===== src/verilog/ucuc_params.svh =====
/*
 Offsets, field positions and reset values for the upper command controls.
 Assumes inclusion by bare name from the package and the top module.
*/
`ifndef UCUC_PARAMS_SVH
`define UCUC_PARAMS_SVH

// ----------------------------------------
// Register offsets (byte addresses)
// ----------------------------------------
`define UCUC_CMD_OFFSET 8'h00
`define UCUC_STS_OFFSET 8'h04
`define UCUC_IEN_OFFSET 8'h08
`define UCUC_CTL_OFFSET 8'h0C

// ----------------------------------------
// Command register field positions
// ----------------------------------------
`define UCUC_FLS_MSB_BIT 15
`define UCUC_ADD_TW_BIT 14
`define UCUC_SETUP_TW_BIT 13
`define UCUC_PARK_EN_BIT 11
`define UCUC_PARK_CNT_HI 9
`define UCUC_PARK_CNT_LO 8
`define UCUC_LIGHT_RST_BIT 7
`define UCUC_DOORBELL_BIT 6
`define UCUC_FLS_LOW_HI 3
`define UCUC_FLS_LOW_LO 2

// ----------------------------------------
// Status, enable and control fields
// ----------------------------------------
`define UCUC_STS_ADV_BIT 5
`define UCUC_CTL_THR_HI 7
`define UCUC_CTL_THR_LO 0

// ----------------------------------------
// Reset values and sizes
// ----------------------------------------
`define UCUC_PARK_CNT_RST 2'h0
`define UCUC_FLS_RST 3'h0
`define UCUC_FLS_MAX_ENTRIES 11'h400
`define UCUC_THR_RST 8'h08

`endif


===== src/verilog/ucuc_pkg.sv =====
/*
 Types shared by the upper command controls design.
 Assumes the params header is on the include path.
*/
package ucuc_pkg;
`include "ucuc_params.svh"

	// ----------------------------------------
	// Bus request carrier
	// ----------------------------------------
	typedef struct packed {
		logic [7:0] addr;
		logic [31:0] wdata;
		logic wr;
		logic rd;
	} ucuc_bus_t;

	// ----------------------------------------
	// Engine hazard and event carrier
	// ----------------------------------------
	typedef struct packed {
		logic add_hazard;
		logic setup_arrive;
		logic setup_lockout;
		logic evict_done;
		logic frame_tick;
	} ucuc_evt_t;

	typedef enum logic [1:0] {
		UCUC_DB_IDLE,
		UCUC_DB_WAIT,
		UCUC_DB_FLAG
	} ucuc_db_state_t;

endpackage : ucuc_pkg


===== src/verilog/ucuc_flag.sv =====
/*
 Sticky flag: software sets or clears, hardware clears; hardware clear wins.
 Assumes all inputs are synchronous to the clock.
*/
module ucuc_flag
	import ucuc_pkg::*;
(
	input wire logic clk,
	input wire logic rst,
	input wire logic sw_wr,
	input wire logic sw_val,
	input wire logic hw_clr,
	output logic q
);
	logic next_q;

	// Hazard clear beats a software write in the same cycle so the hazard is never missed
	assign next_q = hw_clr ? 1'b0 : (sw_wr ? sw_val : q);

	always_ff @(posedge clk or posedge rst) begin
		if (rst) begin
			q <= 1'b0;
		end else begin
			q <= next_q;
		end
	end

	hw_clear_a: assert property (@(posedge clk) disable iff (rst) hw_clr |=> !q)
		else $error("tripwire not cleared by hazard");
endmodule : ucuc_flag


===== src/verilog/ucuc_thresh.sv =====
/*
 Interrupt threshold counter: counts frame ticks, pulses at each boundary.
 Assumes frame ticks are single-cycle pulses on the system clock.
*/
module ucuc_thresh
	import ucuc_pkg::*;
(
	input wire logic clk,
	input wire logic rst,
	input wire logic tick,
	input wire logic [7:0] limit,
	output logic boundary
);
	logic [7:0] cnt;
	logic next_boundary;
	logic wrap;

	// A zero limit means no threshold: every tick is a boundary
	assign wrap = tick && ((limit == 8'h00) || (cnt + 8'h01 >= limit));
	assign next_boundary = wrap;

	always_ff @(posedge clk or posedge rst) begin
		if (rst) begin
			cnt <= 8'h00;
			boundary <= 1'b0;
		end else begin
			boundary <= next_boundary;
			if (wrap) begin
				cnt <= 8'h00;
			end else if (tick) begin
				cnt <= cnt + 8'h01;
			end
		end
	end

	boundary_pulse_a: assert property (@(posedge clk) disable iff (rst) boundary |=> !boundary || $past(tick))
		else $error("threshold boundary without tick");
endmodule : ucuc_thresh


===== src/verilog/ucuc_top.sv =====
/*
 Upper controls of the command register: tripwires, park mode, doorbell.
 Assumes a plain register port on SYS_CLK and engine events on SYS_CLK.
*/
// Local design decisions: strobed register access and the register addresses.
// Overview of operation
// - Software reads and writes the descriptor-add tripwire at bit 14.
// - Hardware clears the descriptor-add tripwire on an endpoint hazard window.
// - Software reads and writes the setup tripwire at bit 13.
// - With lockout off, new setup arrival clears the setup tripwire.
// - Park enable at bit 11 is read/write, resets to zero.
// - Park count at bits 9..8 resets to zero, limits queue head transactions.
// - Light reset bit 7 is unimplemented and reads zero.
// - After eviction completes, hardware sets the async-advance status flag.
// - With enable set, interrupt rises at next threshold boundary after flag.
// - Doorbell clears only after the async-advance flag is set.
// - Bit 15 is the frame list size most significant bit.
// - Frame list size halves from 1024 entries at 000 to 8 at 111.
`include "ucuc_params.svh"

module ucuc_top
	import ucuc_pkg::*;
(
	input wire logic SYS_CLK,
	input wire logic RESET,
	input wire logic [7:0] ADDR,
	input wire logic [31:0] WDATA,
	input wire logic WR,
	input wire logic RD,
	output logic [31:0] RDATA,
	input wire logic ADD_HAZARD,
	input wire logic SETUP_ARRIVE,
	input wire logic SETUP_LOCKOUT,
	input wire logic EVICT_DONE,
	input wire logic FRAME_TICK,
	output logic PARK_ENABLE,
	output logic [1:0] PARK_COUNT,
	output logic [10:0] FRAME_LIST_ENTRIES,
	output logic DOORBELL_REQ,
	output logic ASYNC_ADV_IRQ
);
	// ----------------------------------------
	// Bus decode
	// ----------------------------------------
	ucuc_bus_t bus;
	ucuc_evt_t evt;
	assign bus = '{addr: ADDR, wdata: WDATA, wr: WR, rd: RD};
	assign evt = '{add_hazard: ADD_HAZARD, setup_arrive: SETUP_ARRIVE,
		setup_lockout: SETUP_LOCKOUT, evict_done: EVICT_DONE, frame_tick: FRAME_TICK};

	wire cmd_wr = bus.wr && (bus.addr == `UCUC_CMD_OFFSET);
	wire sts_wr = bus.wr && (bus.addr == `UCUC_STS_OFFSET);
	wire ien_wr = bus.wr && (bus.addr == `UCUC_IEN_OFFSET);
	wire ctl_wr = bus.wr && (bus.addr == `UCUC_CTL_OFFSET);

	// ----------------------------------------
	// State
	// ----------------------------------------
	logic add_tw;
	logic setup_tw;
	logic park_en;
	logic [1:0] park_cnt;
	logic [2:0] fls;
	logic adv_flag;
	logic adv_en;
	logic [7:0] thr;
	logic doorbell;
	logic irq;
	logic boundary;
	logic [31:0] rd_word;
	ucuc_db_state_t db_state;
	ucuc_db_state_t next_db_state;

	// ----------------------------------------
	// Tripwires
	// ----------------------------------------
	wire setup_hazard = evt.setup_arrive && !evt.setup_lockout;

	ucuc_flag u_add_tw (
		.clk(SYS_CLK),
		.rst(RESET),
		.sw_wr(cmd_wr),
		.sw_val(bus.wdata[`UCUC_ADD_TW_BIT]),
		.hw_clr(evt.add_hazard),
		.q(add_tw)
	);

	ucuc_flag u_setup_tw (
		.clk(SYS_CLK),
		.rst(RESET),
		.sw_wr(cmd_wr),
		.sw_val(bus.wdata[`UCUC_SETUP_TW_BIT]),
		.hw_clr(setup_hazard),
		.q(setup_tw)
	);

	// ----------------------------------------
	// Park mode and frame list size
	// ----------------------------------------
	always_ff @(posedge SYS_CLK or posedge RESET) begin
		if (RESET) begin
			park_en <= 1'b0;
			park_cnt <= `UCUC_PARK_CNT_RST;
			fls <= `UCUC_FLS_RST;
		end else if (cmd_wr) begin
			park_en <= bus.wdata[`UCUC_PARK_EN_BIT];
			park_cnt <= bus.wdata[`UCUC_PARK_CNT_HI:`UCUC_PARK_CNT_LO];
			fls <= {bus.wdata[`UCUC_FLS_MSB_BIT],
				bus.wdata[`UCUC_FLS_LOW_HI:`UCUC_FLS_LOW_LO]};
		end
	end

	// Zero count with park enabled is left to software to avoid; passed on as is
	assign PARK_ENABLE = park_en;
	assign PARK_COUNT = park_cnt;
	assign FRAME_LIST_ENTRIES = `UCUC_FLS_MAX_ENTRIES >> fls;

	// ----------------------------------------
	// Doorbell sequence
	// ----------------------------------------
	wire ring = cmd_wr && bus.wdata[`UCUC_DOORBELL_BIT];

	always_comb begin
		next_db_state = db_state;
		case (db_state)
			UCUC_DB_IDLE: begin
				if (ring) begin
					next_db_state = UCUC_DB_WAIT;
				end
			end
			UCUC_DB_WAIT: begin
				if (evt.evict_done) begin
					next_db_state = UCUC_DB_FLAG;
				end
			end
			UCUC_DB_FLAG: begin
				next_db_state = UCUC_DB_IDLE;
			end
			default: begin
				next_db_state = UCUC_DB_IDLE;
			end
		endcase
	end

	wire flag_set = (db_state == UCUC_DB_WAIT) && evt.evict_done;
	// Write one to clear; a set in the same cycle wins
	wire flag_clr = sts_wr && bus.wdata[`UCUC_STS_ADV_BIT];

	always_ff @(posedge SYS_CLK or posedge RESET) begin
		if (RESET) begin
			db_state <= UCUC_DB_IDLE;
			adv_flag <= 1'b0;
		end else begin
			db_state <= next_db_state;
			adv_flag <= flag_set | (adv_flag & ~flag_clr);
		end
	end

	// Doorbell stays high through the flag cycle, drops the cycle after
	assign doorbell = (db_state != UCUC_DB_IDLE);
	assign DOORBELL_REQ = doorbell;

	// ----------------------------------------
	// Interrupt enable, threshold, interrupt
	// ----------------------------------------
	always_ff @(posedge SYS_CLK or posedge RESET) begin
		if (RESET) begin
			adv_en <= 1'b0;
			thr <= `UCUC_THR_RST;
		end else begin
			if (ien_wr) begin
				adv_en <= bus.wdata[`UCUC_STS_ADV_BIT];
			end
			if (ctl_wr) begin
				thr <= bus.wdata[`UCUC_CTL_THR_HI:`UCUC_CTL_THR_LO];
			end
		end
	end

	ucuc_thresh u_thresh (
		.clk(SYS_CLK),
		.rst(RESET),
		.tick(evt.frame_tick),
		.limit(thr),
		.boundary(boundary)
	);

	// Interrupt latched at a boundary, held until the flag or enable drops
	always_ff @(posedge SYS_CLK or posedge RESET) begin
		if (RESET) begin
			irq <= 1'b0;
		end else if (!(adv_flag && adv_en)) begin
			irq <= 1'b0;
		end else if (boundary) begin
			irq <= 1'b1;
		end
	end
	assign ASYNC_ADV_IRQ = irq;

	// ----------------------------------------
	// Read path
	// ----------------------------------------
	logic [31:0] cmd_word;
	always_comb begin
		cmd_word = 32'h0000_0000;
		cmd_word[`UCUC_FLS_MSB_BIT] = fls[2];
		cmd_word[`UCUC_ADD_TW_BIT] = add_tw;
		cmd_word[`UCUC_SETUP_TW_BIT] = setup_tw;
		cmd_word[`UCUC_PARK_EN_BIT] = park_en;
		cmd_word[`UCUC_PARK_CNT_HI:`UCUC_PARK_CNT_LO] = park_cnt;
		cmd_word[`UCUC_LIGHT_RST_BIT] = 1'b0;
		cmd_word[`UCUC_DOORBELL_BIT] = doorbell;
		cmd_word[`UCUC_FLS_LOW_HI:`UCUC_FLS_LOW_LO] = fls[1:0];
	end

	assign rd_word = (bus.addr == `UCUC_CMD_OFFSET) ? cmd_word :
		(bus.addr == `UCUC_STS_OFFSET) ? {26'h0, adv_flag, 5'h00} :
		(bus.addr == `UCUC_IEN_OFFSET) ? {26'h0, adv_en, 5'h00} :
		(bus.addr == `UCUC_CTL_OFFSET) ? {24'h00_0000, thr} : 32'h0000_0000;

	always_ff @(posedge SYS_CLK or posedge RESET) begin
		if (RESET) begin
			RDATA <= 32'h0000_0000;
		end else begin
			RDATA <= bus.rd ? rd_word : 32'h0000_0000;
		end
	end

	// ----------------------------------------
	// Checks
	// ----------------------------------------
	light_reset_a: assert property (@(posedge SYS_CLK) disable iff (RESET)
		$past(bus.rd) |-> !RDATA[`UCUC_LIGHT_RST_BIT]) else $error("light reset bit read one");
	reserved_zero_a: assert property (@(posedge SYS_CLK) disable iff (RESET)
		$past(bus.rd) |-> (RDATA[12] == 1'b0 && RDATA[10] == 1'b0))
		else $error("reserved bit read one");
	setup_hazard_a: assert property (@(posedge SYS_CLK) disable iff (RESET)
		(SETUP_ARRIVE && !SETUP_LOCKOUT) |=> !setup_tw) else $error("setup tripwire kept");
	add_hazard_a: assert property (@(posedge SYS_CLK) disable iff (RESET)
		ADD_HAZARD |=> !add_tw) else $error("add tripwire kept");
	park_write_a: assert property (@(posedge SYS_CLK) disable iff (RESET)
		cmd_wr |=> (PARK_ENABLE == $past(WDATA[11]) && PARK_COUNT == $past(WDATA[9:8])))
		else $error("park fields not written");
	adv_set_a: assert property (@(posedge SYS_CLK) disable iff (RESET)
		(db_state == UCUC_DB_WAIT && EVICT_DONE) |=> adv_flag) else $error("advance flag not set");
	// The flag is set on the edge that enters the flag state, so it is already up when the bell drops
	bell_order_a: assert property (@(posedge SYS_CLK) disable iff (RESET)
		$fell(doorbell) |-> adv_flag) else $error("doorbell cleared before flag");
	bell_flag_a: assert property (@(posedge SYS_CLK) disable iff (RESET)
		(db_state == UCUC_DB_FLAG) |-> (doorbell && adv_flag))
		else $error("doorbell state without flag");
	bell_start_a: assert property (@(posedge SYS_CLK) disable iff (RESET)
		(ring && db_state == UCUC_DB_IDLE) |=> doorbell) else $error("doorbell not raised");
	irq_drop_a: assert property (@(posedge SYS_CLK) disable iff (RESET)
		!(adv_flag && adv_en) |=> !irq) else $error("interrupt kept without cause");
	thr_write_a: assert property (@(posedge SYS_CLK) disable iff (RESET)
		ctl_wr |=> (thr == $past(WDATA[7:0]))) else $error("threshold not written");
	// A software write only lands when no hazard clears the same tripwire
	add_write_a: assert property (@(posedge SYS_CLK) disable iff (RESET)
		(cmd_wr && !ADD_HAZARD) |=> (add_tw == $past(WDATA[14])))
		else $error("add tripwire not written");
	setup_write_a: assert property (@(posedge SYS_CLK) disable iff (RESET)
		(cmd_wr && !setup_hazard) |=> (setup_tw == $past(WDATA[13])))
		else $error("setup tripwire not written");
	park_hold_a: assert property (@(posedge SYS_CLK) disable iff (RESET)
		!cmd_wr |=> $stable(park_en)) else $error("park enable changed without write");
	fls_read_a: assert property (@(posedge SYS_CLK) disable iff (RESET)
		$past(bus.rd && bus.addr == `UCUC_CMD_OFFSET) |-> ({RDATA[15], RDATA[3:2]} == $past(fls)))
		else $error("frame list size read wrong");
	// Read data stand for one cycle only, so stale words never reach software
	rdata_idle_a: assert property (@(posedge SYS_CLK) disable iff (RESET)
		!$past(bus.rd) |-> (RDATA == 32'h0000_0000)) else $error("read data outside read");
	irq_cause_a: assert property (@(posedge SYS_CLK) disable iff (RESET)
		$rose(irq) |-> $past(boundary && adv_flag && adv_en)) else $error("interrupt without cause");
	fls_size_a: assert property (@(posedge SYS_CLK) disable iff (RESET)
		(fls == 3'h7) |-> (FRAME_LIST_ENTRIES == 11'h008)) else $error("frame list size wrong");

	ring_c: cover property (@(posedge SYS_CLK) disable iff (RESET) ring ##[1:20] flag_set);
	irq_c: cover property (@(posedge SYS_CLK) disable iff (RESET) $rose(irq));
	setup_c: cover property (@(posedge SYS_CLK) disable iff (RESET) setup_tw && setup_hazard);
	add_c: cover property (@(posedge SYS_CLK) disable iff (RESET) add_tw && evt.add_hazard);
	park_c: cover property (@(posedge SYS_CLK) disable iff (RESET) park_en && park_cnt == 2'h3);
endmodule : ucuc_top


===== config.mk =====
export PLATFORM = sky130hd
export DESIGN_NAME = ucuc_top
export DESIGN_NICKNAME = d
export VERILOG_FILES = /design/src/verilog/ucuc_pkg.sv /design/src/verilog/ucuc_flag.sv /design/src/verilog/ucuc_thresh.sv /design/src/verilog/ucuc_top.sv
export VERILOG_INCLUDE_DIRS = /design/src /design/src/verilog
export SDC_FILE = /design/constraint.sdc
export NUM_CORES = 1
export LEC_CHECK = 0
export ABC_AREA = 1
export BUFFER_PORTS_ARGS = -buffer_cell sky130_fd_sc_hd__buf_2
export CAP_MARGIN = 20
export CORE_UTILIZATION = 40
export CTS_CLUSTER_DIAMETER = 120
export DETAILED_ROUTE_END_ITERATION = 16
export MAX_ROUTING_LAYER = met4
export PLACE_DENSITY = 0.67
export SLEW_MARGIN = 15
export SYNTH_ARGS = -nofsm -noshare
export SYNTH_HDL_FRONTEND = slang
export SYNTH_SLANG_ARGS = --single-unit

===== constraint.sdc =====
create_clock -name SYS_CLK -period 2.1 [get_ports SYS_CLK]
set_input_delay 0 -clock SYS_CLK [delete_from_list [all_inputs] [get_ports SYS_CLK]]
set_output_delay 0 -clock SYS_CLK [all_outputs]
set_load 0.02 [all_outputs]

==> impl_metrics.toml <==
[layout]
stdcell_count = 457
final_nets = 442
fillers = 513
layout-drive-gt1-share_pct = 23.4
n_antenna_cell = 0
area_growth_pct = 26.3

[floorplan]
num_io_pins = 97
die_h_um = 79.2
core_mm2 = 0.00564
row_count = 27
die_area_mm2 = 0.00628
die-width_um = 79.2
start_util_pct = 42.3

[synth]
synth_seq_cells = 44
yosysWarnings = 0
synth_top_family_by_area = "simple AND/OR/NAND/NOR gates"
synth_async_sr_flop_share_pct = 100
ys.flop_type = "dfrtp_1"
synth_adder_area_share_pct = 4.72
synth.most_common_cell = "nand2_1"
synth_cell_types = 26
synth-seq-area-share_pct = 46.2
yosysTopAreaCellShare_pct = 45.1
ys_top_cells_by_count = "nand2_1, inv_1, dfrtp_1"
avgSynthCellArea_um2 = 7.95
synthSimpleGateAreaFrac_pct = 25.7
ys_top_cells_by_area = "dfrtp_1, nand2_1, inv_1, buf_4, nor2_1"
syn_inst = 300
synth_xor_area_share_pct = 1.10
synth.area.mux_share_pct = 0
syn-cell-area_mm2 = 0.00239
synth-edff-count = 0
yosys.area.top_type = "dfrtp_1"
synth_compound_area_share_pct = 6.19

[worst_setup_path]
cp-start-kind = "register"
crit_fanout = 5
crit_arrival_ns = 2.15
crit_start = "u_thresh.cnt[0]"
required_ns = 2.34
crit_path_end = "u_thresh.cnt[1]"
worstReg2RegEnd = "u_thresh.cnt[1]"
path_class = "reg -> reg"
r2r_start = "u_thresh.cnt[0]"
end_kind = "register"
r2r_slack_ns = 0.19
rr_worst_depth = 12

[cts]
clk_latency_ns = 0.30
clock_path_buffers = 2
cts_tree = "yes"
cts_root_buf = "clkbuf_8"
cts_made_buffers = 5
cts.sinks = 44
path_clk_slew_ns = 0.08
ctsHtreeMaxLevel = 2

[sta]
period_minus_slack_ns = 1.91
setup_viol = 0
worstMarginPinSlew_ns = 0.556
fin_skew_ns = 0.0105
slew_violations = 0
setup_tns_ns = 0
maxSlewHeadroom_pct = 62.9
fmax_mhz = 524
finalHoldViolCount = 0
period_share_pct = 90.9

[pwr]
p_leak_nw = 1.71
peakVddDrop_uv = 292
power_density_mw_per_mm2 = 684

[global_route]
grt-ovfl-total = 0
grt_pass1_wl_um = 8390
grt_use_total_pct = 17.8
grt_pass1_vias = 1925
grt_max_degree = 45
antenna_found_initial = 0

[drt]
routed_wl_um = 4980
drt_first_iter_violations = 113
drc = 0
drtAntennaViolNets = 0
drt_pass1_iterations = 4
vias = 2064
via_per_inst = 4.52
routedWlPerCell_um = 10.9

[hold_path]
hold_path_class = "in -> reg"

[placed_design]
port-buffer-count = 57
dp_cells = 427
hpwl_um = 3470
gp_congestion = 0.806

[run_status]
outcome = "finished, final reports clean"

[flow_run]
drv_cap = 0
-- cells by family after synthesis --
kind of cell             Yosys count
adder cells (fa/ha/maj)            9
AND/OR/NAND/NOR                  139
buffers and inverters             76
AO/OA/AOI/OAI                     28
flip-flops                        44
other                              1
XOR/XNOR                           3
-- worst min path at each step --
stage | end | slack, ns | depth (start not counted) | start
after global routing | u_thresh.cnt[5] | 0.06 | 3 | FRAME_TICK
after CTS | u_thresh.cnt[3] | 0.04 | 3 | FRAME_TICK
after detailed placement | RDATA[3] | 0.18 | 3 | RESET
final | u_thresh.cnt[5] | 0.05 | 3 | FRAME_TICK
after floorplan | db_state[0] | 0.11 | 1 | EVICT_DONE
after global placement | RDATA[0] | 0.17 | 3 | RESET
-- state kept, by name, summed over array words and instances, names as in the netlist, 2 cells and up --
signal / count
PARK_COUNT: 2
u_thresh.cnt: 8
RDATA: 14
fls: 3
db_state: 2
thr: 8
-- worst max-delay path: stages, from the launching register on --
cell and delay, ns:
dfrtp_1 0.43, ha_2 0.28, nand3_1 0.09, nand2_1 0.08
inv_1 0.06, ha_1 0.27, nand2_1 0.07, inv_1 0.04
nand2_1 0.06, nand2_2 0.09, nor2_4 0.19, nand4_1 0.12
nand2_1 0.07
-- metal layers --
layer	routed length [um]	up-vias	track usage [%]
li1	-	1056	-
met1	2300	939	21.6
met2	2340	63	28.6
met3	251	6	3.91
met4	79	0	7.09
met5	0	-	-
-- cell usage in the layout, fill, tap and decap left out, types with 2 or more instances in the layout --
master and n:
nand2_1 60, buf_2 57, a21oi_1 7, nand3_2 3, nand4_1 8, buf_4 3, nand3_1 10, ha_1 8
o21ai_0 15, nor2_1 38, xor2_1 2, clkinvlp_4 2, clkbuf_8 6, nand2_2 5, dlygate4sd3_1 20, nor2_2 2
o21ai_1 4, inv_1 48, conb_1 21, nor3_1 9, inv_2 3, dfrtp_1 42, nor2_4 4
-- final cells by class --
class	count	area (um2)	area share [%]
Timing Repair Buffer	80	508	16.9
Clock buffer	6	82.6	2.74
Multi-Input combinational cell	201	1020	33.8
Inverter	52	195	6.48
Clock inverter	2	15.0	0.498
Tap cell	72	90.1	2.99
Sequential cell	44	1100	36.6
-- what timing repair did --
item	in CTS	in global routing
resized for setup	0	9
setup endpoints to repair	0	9
hold endpoints to repair	63	0
buffers inserted	0	1
hold buffers	20	0
-- metrics by stage --
step | util, % | hold WS (ns) | setup WS (ns) | instance area [um2] | power [mW]
2_1_floorplan | - | 0.108 | 0.318 | 2460 | 1.34
3_3_place_gp | 47.3 | 0.172 | 0.122 | 2670 | 1.42
3_5_place_dp | 47.3 | 0.178 | 0.0831 | 2670 | 1.45
4_1_cts | 52.6 | 0.0352 | 0.0602 | 2970 | 2.04
5_1_grt | 53.4 | 0.0563 | -0.0179 | 3010 | 2.20
6_report | 53.4 | 0.0463 | 0.192 | 3010 | 2.06
-- where the power goes --
| group | internal [mW] | switching [mW] | leakage [nW] |
|---|---|---|---|
| clock | 0.266 | 0.299 | 0.0434 |
| sequential | 0.909 | 0.0803 | 0.556 |
| combinational | 0.210 | 0.299 | 1.11 |
| total | 1.38 | 0.677 | 1.71 |
(Power assumes the default switching activity.)
